## src/core/actuator_pkg.sv

```systemverilog
// Constants, field positions and types for the actuator control and status bank
package actuator_pkg;
  // Frame layout
  localparam int FRAME_BITS = 24;
  localparam logic [4:0] FRAME_COUNT = 5'h18;
  localparam logic [4:0] COUNT_MAX = 5'h1F;
  localparam int BIT_SELECT = 0;
  localparam int BIT_ENABLE = 23;
  localparam int BIT_CLEAR = 22;
  localparam int BIT_DUTY = 21;
  localparam int BIT_REC_DIS = 20;
  localparam int BIT_MON_HI = 19;
  localparam int BIT_MON_LO = 18;
  // Status word layout
  localparam int ST_NOERR = 0;
  localparam int ST_LOW_TOP = 22;
  // Reset values
  localparam logic [23:0] FRAME_RESET = 24'h000000;
  localparam logic [1:0] MON_CODE_RESET = 2'h0;
  // Timing
  localparam int CLK_MHZ = 125;
  localparam int STARTUP_TIME_US = 100;
  localparam int STARTUP_CYCLES = STARTUP_TIME_US * CLK_MHZ;
  localparam int TIMER_W = 16;
  localparam logic [TIMER_W-1:0] TIMER_RESET = 16'h0000;
  // Overload restart pattern: period 64, on 8 (12.5 %) or 16 (25 %)
  localparam logic [5:0] RESTART_RESET = 6'h00;
  localparam logic [5:0] RESTART_ON_12 = 6'h08;
  localparam logic [5:0] RESTART_ON_25 = 6'h10;
  // Monitor codes
  localparam logic [1:0] MON_CODE_LARGE = 2'h0;
  localparam logic [1:0] MON_CODE_E = 2'h1;
  localparam logic [1:0] MON_CODE_AF = 2'h2;
  localparam logic [1:0] MON_CODE_D = 2'h3;

  typedef enum logic [1:0] {
    MODE_STANDBY = 2'h0,
    MODE_STARTUP = 2'h1,
    MODE_ACTIVE = 2'h3
  } mode_t;

  typedef enum logic [2:0] {
    MON_LARGE = 3'h0,
    MON_A = 3'h1,
    MON_F = 3'h2,
    MON_E = 3'h3,
    MON_D = 3'h4
  } monitor_t;
endpackage

```

## src/core/startup_if.sv

```systemverilog
// Start and expiry handshake between mode control and the start-up timer
interface startup_if;
  logic start;
  logic done;
  modport owner (output start, input done);
  modport timer (input start, output done);
endinterface

```

## src/core/actuator_ctrl_status.sv

```systemverilog
// Serial control word 0 and status word 0, upper fields, with mode and protection logic
// Operation
// RQ1: Enable zero gives standby, clears control; reset standby
// RQ2: Commit frame only after exactly 24 clocks
// RQ3: Status top bit always reads one
// RQ4: Clear command empties status at frame end
// RQ5: Restart on-ratio 12 or 25 percent
// RQ6: Over/undervoltage set bits, outputs switch off
// RQ7: Supply recovery automatic unless disable bit set
// RQ8: Thermal shutdown sets flag, all outputs off
// RQ9: Host clears thermal flag before outputs resume
// RQ10: Temperature warning is information only
// RQ11: Monitor select routes chosen driver current image
// RQ12: Standby to active sets not-ready, blocks outputs
// RQ13: Not-ready cleared by internal clock timer
module actuator_ctrl_status #(
  parameter int STARTUP_CYCLES = actuator_pkg::STARTUP_CYCLES
) (
  input wire logic mclk,
  input wire logic rst_b,
  input wire logic spi_sck,
  input wire logic select_low_pin,
  input wire logic spi_mosi,
  output logic spi_miso,
  output logic spi_miso_oe,
  input wire logic load_supply_over,
  input wire logic load_supply_under,
  input wire logic thermal_trip_in,
  input wire logic temp_warning_in,
  input wire logic overload_current,
  input wire logic upper_switch_a_on,
  input wire logic upper_switch_f_on,
  output logic outputs_enable,
  output logic device_active,
  output logic restart_gate,
  output actuator_pkg::monitor_t current_sense_out
);
  startup_if tif ();

  startup_timer #(
    .CYCLES(STARTUP_CYCLES)
  ) u_timer (
    .mclk(mclk),
    .rst_b(rst_b),
    .tif(tif)
  );

  // Two-flop synchronisers; stage one feeds only stage two
  logic [9:0] pin_meta;
  logic [9:0] pin_sync;
  logic sck_prev;
  logic cs_prev;
  always_ff @(posedge mclk or negedge rst_b)
  begin
    if (!rst_b)
    begin
      // Clock idles low and select idles high, so no false edge follows reset
      pin_meta <= 10'h002;
      pin_sync <= 10'h002;
      sck_prev <= 1'b0;
      cs_prev <= 1'b1;
    end
    else
    begin
      pin_meta <= {upper_switch_f_on, upper_switch_a_on, overload_current, temp_warning_in, thermal_trip_in,
                   load_supply_under, load_supply_over, spi_mosi, select_low_pin, spi_sck};
      pin_sync <= pin_meta;
      sck_prev <= pin_sync[0];
      cs_prev <= pin_sync[1];
    end
  end

  logic sck_s, cs_s, mosi_s, ov_s, uv_s, tsd_s, warn_s, oc_s, a_hs_s, f_hs_s;
  assign sck_s = pin_sync[0];
  assign cs_s = pin_sync[1];
  assign mosi_s = pin_sync[2];
  assign ov_s = pin_sync[3];
  assign uv_s = pin_sync[4];
  assign tsd_s = pin_sync[5];
  assign warn_s = pin_sync[6];
  assign oc_s = pin_sync[7];
  assign a_hs_s = pin_sync[8];
  assign f_hs_s = pin_sync[9];

  logic cs_low, cs_fall, cs_rise, sck_rise, sck_fall;
  assign cs_low = !cs_s;
  assign cs_fall = !cs_s && cs_prev;
  assign cs_rise = cs_s && !cs_prev;
  assign sck_rise = sck_s && !sck_prev;
  assign sck_fall = !sck_s && sck_prev;

  // Receive shifter, LSB first, with saturating pulse count
  logic [23:0] shift_in;
  logic [4:0] pulse_count;
  always_ff @(posedge mclk or negedge rst_b)
  begin
    if (!rst_b)
    begin
      shift_in <= actuator_pkg::FRAME_RESET;
      pulse_count <= 5'h00;
    end
    else if (cs_fall)
    begin
      pulse_count <= 5'h00;
    end
    else if (cs_low && sck_rise)
    begin
      shift_in <= {mosi_s, shift_in[23:1]};
      if (pulse_count != actuator_pkg::COUNT_MAX)
        pulse_count <= pulse_count + 1'b1;
    end
  end

  logic accept;
  logic clear_status;
  assign accept = cs_rise && (pulse_count == actuator_pkg::FRAME_COUNT)
                  && !shift_in[actuator_pkg::BIT_SELECT]; // [RQ2]
  assign clear_status = accept && shift_in[actuator_pkg::BIT_CLEAR];

  // Control fields
  logic enable, duty_25, rec_dis;
  logic [1:0] mon_code;
  always_ff @(posedge mclk or negedge rst_b)
  begin
    if (!rst_b)
    begin
      enable <= 1'b0;
      duty_25 <= 1'b0;
      rec_dis <= 1'b0;
      mon_code <= actuator_pkg::MON_CODE_RESET;
    end
    else if (accept)
    begin
      // Standby drops every control field, not only the enable
      if (shift_in[actuator_pkg::BIT_ENABLE]) // [RQ1]
      begin
        enable <= 1'b1;
        duty_25 <= shift_in[actuator_pkg::BIT_DUTY];
        rec_dis <= shift_in[actuator_pkg::BIT_REC_DIS];
        mon_code <= shift_in[actuator_pkg::BIT_MON_HI:actuator_pkg::BIT_MON_LO];
      end
      else
      begin
        enable <= 1'b0;
        duty_25 <= 1'b0;
        rec_dis <= 1'b0;
        mon_code <= actuator_pkg::MON_CODE_RESET;
      end
    end
  end

  // Mode control
  actuator_pkg::mode_t mode;
  assign tif.start = (mode == actuator_pkg::MODE_STANDBY) && enable; // [RQ12]
  always_ff @(posedge mclk or negedge rst_b)
  begin
    if (!rst_b)
      mode <= actuator_pkg::MODE_STANDBY;
    else
    begin
      case (mode)
        actuator_pkg::MODE_STANDBY:
          if (enable)
            mode <= actuator_pkg::MODE_STARTUP;
        actuator_pkg::MODE_STARTUP:
          if (!enable)
            mode <= actuator_pkg::MODE_STANDBY;
          else if (tif.done) // [RQ13]
            mode <= actuator_pkg::MODE_ACTIVE;
        actuator_pkg::MODE_ACTIVE:
          if (!enable)
            mode <= actuator_pkg::MODE_STANDBY;
        default:
          mode <= actuator_pkg::MODE_STANDBY;
      endcase
    end
  end

  // Sticky status; a fault present in the clearing cycle keeps its flag
  logic ov_flag, uv_flag, thermal_trip_flag, warn_flag;
  always_ff @(posedge mclk or negedge rst_b)
  begin
    if (!rst_b)
    begin
      ov_flag <= 1'b0;
      uv_flag <= 1'b0;
      thermal_trip_flag <= 1'b0;
      warn_flag <= 1'b0;
    end
    else
    begin
      ov_flag <= ov_s || (ov_flag && !clear_status); // [RQ6] [RQ4]
      uv_flag <= uv_s || (uv_flag && !clear_status); // [RQ6] [RQ4]
      thermal_trip_flag <= tsd_s || (thermal_trip_flag && !clear_status); // [RQ8] [RQ9]
      warn_flag <= warn_s || (warn_flag && !clear_status); // [RQ10]
    end
  end

  logic not_ready;
  assign not_ready = (mode == actuator_pkg::MODE_STARTUP); // [RQ12]

  function automatic logic [23:0] status_word(input logic [4:0] flags);
    logic [23:0] w;
    w = {1'b1, flags, 18'h00000}; // [RQ3]
    w[actuator_pkg::ST_NOERR] = ~|w[actuator_pkg::ST_LOW_TOP:1];
    return w;
  endfunction

  logic [23:0] status0;
  logic [23:0] status1;
  assign status0 = status_word({ov_flag, uv_flag, thermal_trip_flag, warn_flag, not_ready});
  assign status1 = {1'b1, 22'h000000, status0[actuator_pkg::ST_NOERR]};

  // Transmit: first rising clock loads the chosen word, falling clocks shift
  logic [23:0] shift_out;
  logic loaded;
  always_ff @(posedge mclk or negedge rst_b)
  begin
    if (!rst_b)
    begin
      shift_out <= actuator_pkg::FRAME_RESET;
      loaded <= 1'b0;
    end
    else if (cs_fall)
      loaded <= 1'b0;
    else if (cs_low && sck_rise && !loaded)
    begin
      shift_out <= mosi_s ? status1 : status0;
      loaded <= 1'b1;
    end
    else if (cs_low && sck_fall && loaded)
      shift_out <= {1'b0, shift_out[23:1]};
  end

  always_ff @(posedge mclk or negedge rst_b)
  begin
    if (!rst_b)
    begin
      spi_miso <= 1'b0;
      spi_miso_oe <= 1'b0;
    end
    else
    begin
      spi_miso <= loaded ? shift_out[0] : status0[actuator_pkg::ST_NOERR];
      spi_miso_oe <= cs_low;
    end
  end

  // Output gating; the warning flag deliberately takes no part
  logic supply_block;
  assign supply_block = ov_s || uv_s || (rec_dis && (ov_flag || uv_flag)); // [RQ7]
  always_ff @(posedge mclk or negedge rst_b)
  begin
    if (!rst_b)
    begin
      outputs_enable <= 1'b0;
      device_active <= 1'b0;
    end
    else
    begin
      outputs_enable <= (mode == actuator_pkg::MODE_ACTIVE) && !supply_block
                        && !tsd_s && !thermal_trip_flag; // [RQ6] [RQ8] [RQ12]
      device_active <= enable; // [RQ1]
    end
  end

  // Overload restart pattern, free running so all drivers share one phase
  logic [5:0] restart_phase;
  always_ff @(posedge mclk or negedge rst_b)
  begin
    if (!rst_b)
    begin
      restart_phase <= actuator_pkg::RESTART_RESET;
      restart_gate <= 1'b1;
    end
    else
    begin
      restart_phase <= restart_phase + 1'b1;
      restart_gate <= !oc_s || (restart_phase < (duty_25 ? actuator_pkg::RESTART_ON_25
                                                        : actuator_pkg::RESTART_ON_12)); // [RQ5]
    end
  end

  // Monitor routing; code AF prefers A only when A's upper switch alone is on
  always_ff @(posedge mclk or negedge rst_b)
  begin
    if (!rst_b)
      current_sense_out <= actuator_pkg::MON_LARGE;
    else
    begin
      case (mon_code) // [RQ11]
        actuator_pkg::MON_CODE_LARGE: current_sense_out <= actuator_pkg::MON_LARGE;
        actuator_pkg::MON_CODE_E: current_sense_out <= actuator_pkg::MON_E;
        actuator_pkg::MON_CODE_AF: current_sense_out <= (a_hs_s && !f_hs_s) ? actuator_pkg::MON_A
                                                                           : actuator_pkg::MON_F;
        default: current_sense_out <= actuator_pkg::MON_D;
      endcase
    end
  end

  standby_clear_a: assert property (@(posedge mclk) disable iff (!rst_b) // [RQ1]
    accept && !shift_in[actuator_pkg::BIT_ENABLE] |=> !enable && !duty_25 && !rec_dis && (mon_code == 2'h0))
    else $error("standby frame left control fields set");
  frame_count_a: assert property (@(posedge mclk) disable iff (!rst_b) // [RQ2]
    cs_rise && (pulse_count != actuator_pkg::FRAME_COUNT) |=> $stable(enable) && $stable(mon_code))
    else $error("frame with wrong pulse count changed control");
  top_one_a: assert property (@(posedge mclk) disable iff (!rst_b) // [RQ3]
    cs_low && sck_rise && !loaded && !cs_fall |=> shift_out[23])
    else $error("returned word top bit not one");
  status_clear_a: assert property (@(posedge mclk) disable iff (!rst_b) // [RQ4]
    clear_status && !ov_s && !warn_s |=> !ov_flag && !warn_flag)
    else $error("clear command did not clear status");
  supply_off_a: assert property (@(posedge mclk) disable iff (!rst_b) // [RQ6]
    ov_s || uv_s |=> !outputs_enable && (ov_flag || uv_flag))
    else $error("supply fault left outputs on");
  supply_latch_a: assert property (@(posedge mclk) disable iff (!rst_b) // [RQ7]
    rec_dis && uv_flag && $past(uv_flag) |=> !outputs_enable)
    else $error("latched supply fault released outputs");
  thermal_off_a: assert property (@(posedge mclk) disable iff (!rst_b) // [RQ8]
    tsd_s |=> thermal_trip_flag && !outputs_enable)
    else $error("thermal trip left outputs on");
  startup_block_a: assert property (@(posedge mclk) disable iff (!rst_b) // [RQ12]
    tif.start |=> (not_ready && !outputs_enable) [*2])
    else $error("outputs active during start-up");
  monitor_e_a: assert property (@(posedge mclk) disable iff (!rst_b) // [RQ11]
    mon_code == actuator_pkg::MON_CODE_E && $stable(mon_code) |=> current_sense_out == actuator_pkg::MON_E)
    else $error("monitor code E routed wrong");
endmodule

```

## src/core/startup_timer.sv

```systemverilog
// Start-up settling timer on the internal clock
module startup_timer #(
  parameter int CYCLES = actuator_pkg::STARTUP_CYCLES
) (
  input wire logic mclk,
  input wire logic rst_b,
  startup_if.timer tif
);
  localparam logic [actuator_pkg::TIMER_W-1:0] LOAD = actuator_pkg::TIMER_W'(CYCLES - 1);

  logic [actuator_pkg::TIMER_W-1:0] remain;
  logic running;

  // A new start reloads, so a quick standby/active toggle restarts the full wait
  always_ff @(posedge mclk or negedge rst_b)
  begin
    if (!rst_b)
    begin
      remain <= actuator_pkg::TIMER_RESET;
      running <= 1'b0;
    end
    else if (tif.start)
    begin
      remain <= LOAD;
      running <= 1'b1;
    end
    else if (running)
    begin
      if (remain == actuator_pkg::TIMER_RESET)
        running <= 1'b0;
      else
        remain <= remain - 1'b1;
    end
  end

  assign tif.done = running && (remain == actuator_pkg::TIMER_RESET) && !tif.start;
endmodule

```

## config.mk

```make
export PLATFORM = sky130hd
export DESIGN_NAME = actuator_ctrl_status
export DESIGN_NICKNAME = d
export VERILOG_FILES = /design/src/core/actuator_pkg.sv /design/src/core/startup_if.sv /design/src/core/actuator_ctrl_status.sv /design/src/core/startup_timer.sv
export SDC_FILE = /design/constraint.sdc
export NUM_CORES = 1
export LEC_CHECK = 0
export BUFFER_PORTS_ARGS = -buffer_cell sky130_fd_sc_hd__buf_4
export CAP_MARGIN = 20
export CORE_MARGIN = 1
export CORE_UTILIZATION = 40
export DETAILED_ROUTE_END_ITERATION = 6
export SYNTH_ARGS = -nofsm -noshare
export SYNTH_HDL_FRONTEND = slang
export SYNTH_SLANG_ARGS = --single-unit
```

## constraint.sdc

```tcl
create_clock -name mclk -period 2.57 [get_ports mclk]
set_clock_uncertainty 0.2 [all_clocks]
set_input_delay 0.257 -clock mclk [delete_from_list [all_inputs] [get_ports mclk]]
set_output_delay 0.257 -clock mclk [all_outputs]
set_load 0.02 [all_outputs]
```

==> summary.txt <==
Global routing
  – GRT Resource Usage Total: 0.1442
  – First-pass GRT wire length: 12940 microns
  – Initial antenna violation count: 0
  – Vias in the first global route: 2908
  – Global route overflow: 0
  – Pin count of the biggest net entering global routing: 66

Final layout
  – Final #Nets: 422
  – Final Util: 0.5138
  – Sequential Area: 2958 sq um
  – N_diodes: 0
  – Multi-input logic area: 1543 sq um
  – Area growth syn-to-layout: 22.73%
  – Layout cells sized above 1: 0.1851
  – FILL cells: 914
  – Non-filler cells, final: 556
  – Final instance area: 5668 sq um

Detailed routing
  – Vias/cell: 4.995
  – DRT Pass-1 Iters: 4
  – Routed wire length per instance: 13.14 microns
  – DR DRC count: 0
  – Final WL: 7305 microns
  – Vias: 2777
  – DRT iter0 DRCs: 191
  – Antenna-violating nets left: 0

Worst setup path
  – CP max FO: 8
  – CP Data Required Time: 2.69 ns
  – Crit path largest cell delay: 0.50 ns
  – Crit end category: flip-flop
  – Crit path cell chain: inv_1 -> ha_1 -> nor4b_1 -> nand4_2 -> nand2_1 -> or4_1 -> a21oi_1
  – WP buf/inv: 1
  – Data arrival, critical path: 2.26 ns
  – Startpoint types: flip-flop
  – Worst setup path class: reg -> reg
  – Crit path max-delay family: simple AND/OR/NAND/NOR gates
  – CP max stage cell: or4_1

Clocking
  – CTS tree: yes
  – Reg clk slew, reported paths: 0.05 ns
  – Number of buffers created by CTS: 17
  – Clk root buf: clkbuf_16
  – Clock Latency Late Sink: 0.40 ns
  – Post-CTS Setup Inserts: 0
  – Clock sink total: 118
  – Buffer depth of the longest clock path: 2
  – CTS H-Tree Depth: 4

STA
  – RSZ-0062 raised after global routing: false
  – Slew @ Worst Pin: 0.5528 ns
  – Final min period: 2.135 ns
  – Slew headroom: 0.6281
  – Final cycle utilization of the critical path: 0.8309
  – Final setup vio count: 0
  – Final count of hold timing violations: 0
  – Fmax achieved: 468.3 MHz
  – Final Slew Violations: 0
  – TNS Setup: 0 ns

Yosys
  – Post-synth top cells: dfrtp_1, nand2_1, nor2_1
  – Largest cells by area after synthesis: dfrtp_1, mux2_1, a22o_1, dfstp_2, nand2_1
  – Area leader, netlist: dfrtp_1
  – Synthesized cell area: 4618 sq um
  – Post-synthesis sequential area ratio: 0.6405
  – YS warnings: 0
  – Yosys top cell area share: 0.6177
  – Count leader, synth: dfrtp_1
  – Synth unique cells: 49
  – Post-Syn Area per Cell: 12.90 sq um
  – Post-synth ARST share: 1.000
  – EDFF count, synth: 0
  – Seq cells post-synth: 118
  – Post-Synthesis Cells: 358
  – Mapped Nets: 376
  – Synth Flop Type: dfrtp_1

Floorplan
  – Core Rows: 38
  – Die H: 109.5 microns
  – Die Area: 11980 sq um
  – Die W: 109.5 microns
  – Core area: 11030 sq um
  – I/O pin count: 20
  – Starting Density: 0.4187

Power
  – Clock power frac: 0.522
  – Net Switching: 0.0009342 W
  – Part of the power in combinational logic: 0.042
  – Total power: 0.004618 W
  – Leak pwr: 2.666 nW
  – Internal Power: 0.003684 W
  – Power per standard cell area: 814.7 nW/um^2
  – Max VDD drop: 0.7560 mV
  – Sequential power share: 0.436
  – Sw Share: 0.2023

Worst hold path
  – Hold Crit Class: in -> async

Flow run
  – Max-Cap Viols: 0

Placed design
  – Buffers on Ports: 19
  – Detail Placement HPWL: 4660 microns
  – DP Area: 4940 sq um
  – Placed Cells: 514
  – GPL Wtd Cong: 0.7830

Run status
  – Status: finished, final reports clean
[cell usage in the layout, fill, tap and decap left out, drive strengths merged, types with 13 or more instances in the layout]
cell type  synthesis  routed
clkbuf             2      23
nand3             15      15
o21ai             13      13
dfrtp            114     114
buf                9      27
a22o              17      17
mux2              25      25
inv               13      13
nor2              27      27
nand2             27      27
[what timing repair did]
action                                 4_1_cts  5_1_grt
gates resized for setup                      0        0
endpoints found under the hold margin      121        0
hold buffers                                11        0
setup endpoints to repair                    0        0
[registers in the layout, summed over array words and instances (netlist names), 2 cells and up]
register,count
shift_in,24
shift_out,24
u_timer.remain,16
pin_meta,10
pin_sync,10
restart_phase,6
pulse_count,5
current_sense_out,3
mode,2
mon_code,2
[through the flow]
stage	setup WS [ns]	hold WS (ns)
6_report	0.4346	0.1011
4_1_cts	0.4248	0.09100
3_5_place_dp	0.4252	-0.02208
5_1_grt	0.2271	0.1428
3_3_place_gp	0.5171	-0.02263
2_1_floorplan	0.6142	-0.2386
[metal layers]
layer,wire (microns),global-route usage,vias up
met5,0,0,-
met4,167,0.08667,0
met3,162,0.04624,16
met2,3558,0.2350,26
met1,3416,0.1660,1379
li1,-,-,1356
[kinds of logic (layout without fill, tap and decap cells)]
group | count (synthesis) | after routing | synth area share
XOR/XNOR | 19 | 19 | 0.03603
AND/OR/NAND/NOR | 113 | 113 | 0.1387
buffers and inverters | 24 | 82 | 0.02547
AO/OA/AOI/OAI | 51 | 51 | 0.07775
multiplexers | 27 | 27 | 0.06529
adder cells (fa/ha/maj) | 6 | 6 | 0.01626
flip-flops | 118 | 118 | 0.6405
[final timing paths]
| kind | start | to | slack (ns) | cells after the start |
|---|---|---|---|---|
| min | rst_b | restart_phase[2] | 0.10 | 2 |
| min in group mclk | pin_meta[3] | pin_sync[3] | 0.14 | 0 |
| max in group asynchronous | rst_b | pin_sync[1] | 1.34 | 3 |
| max reg2reg | u_timer.remain[0] | u_timer.remain[5] | 0.43 | 7 |
| max | u_timer.remain[0] | u_timer.remain[5] | 0.43 | 7 |
| min reg2reg | pin_meta[3] | pin_sync[3] | 0.14 | 0 |
[cell type report]
type / instances / area share
tap: 140 / 0.03091
inverter: 13 / 0.008609
clock inverter: 8 / 0.02119
clock buffer: 23 / 0.08786
timing repair buffer: 38 / 0.05740
multi-input combinational: 216 / 0.2722
sequential: 118 / 0.5219
[power by group through the flow]
| stage | Sequential, W | Combinational [W] | Clock [W] |
|---|---|---|---|
| after floorplan | 0.00203 | 0.000113 | 0 |
| after global placement | 0.00204 | 0.000180 | 0 |
| after detailed placement | 0.00205 | 0.000184 | 0 |
| after CTS | 0.00202 | 0.000199 | 0.00246 |
| after global routing | 0.00203 | 0.000225 | 0.00253 |
| final | 0.00201 | 0.000192 | 0.00241 |
Note: power is estimated with default switching activity, not from simulation.
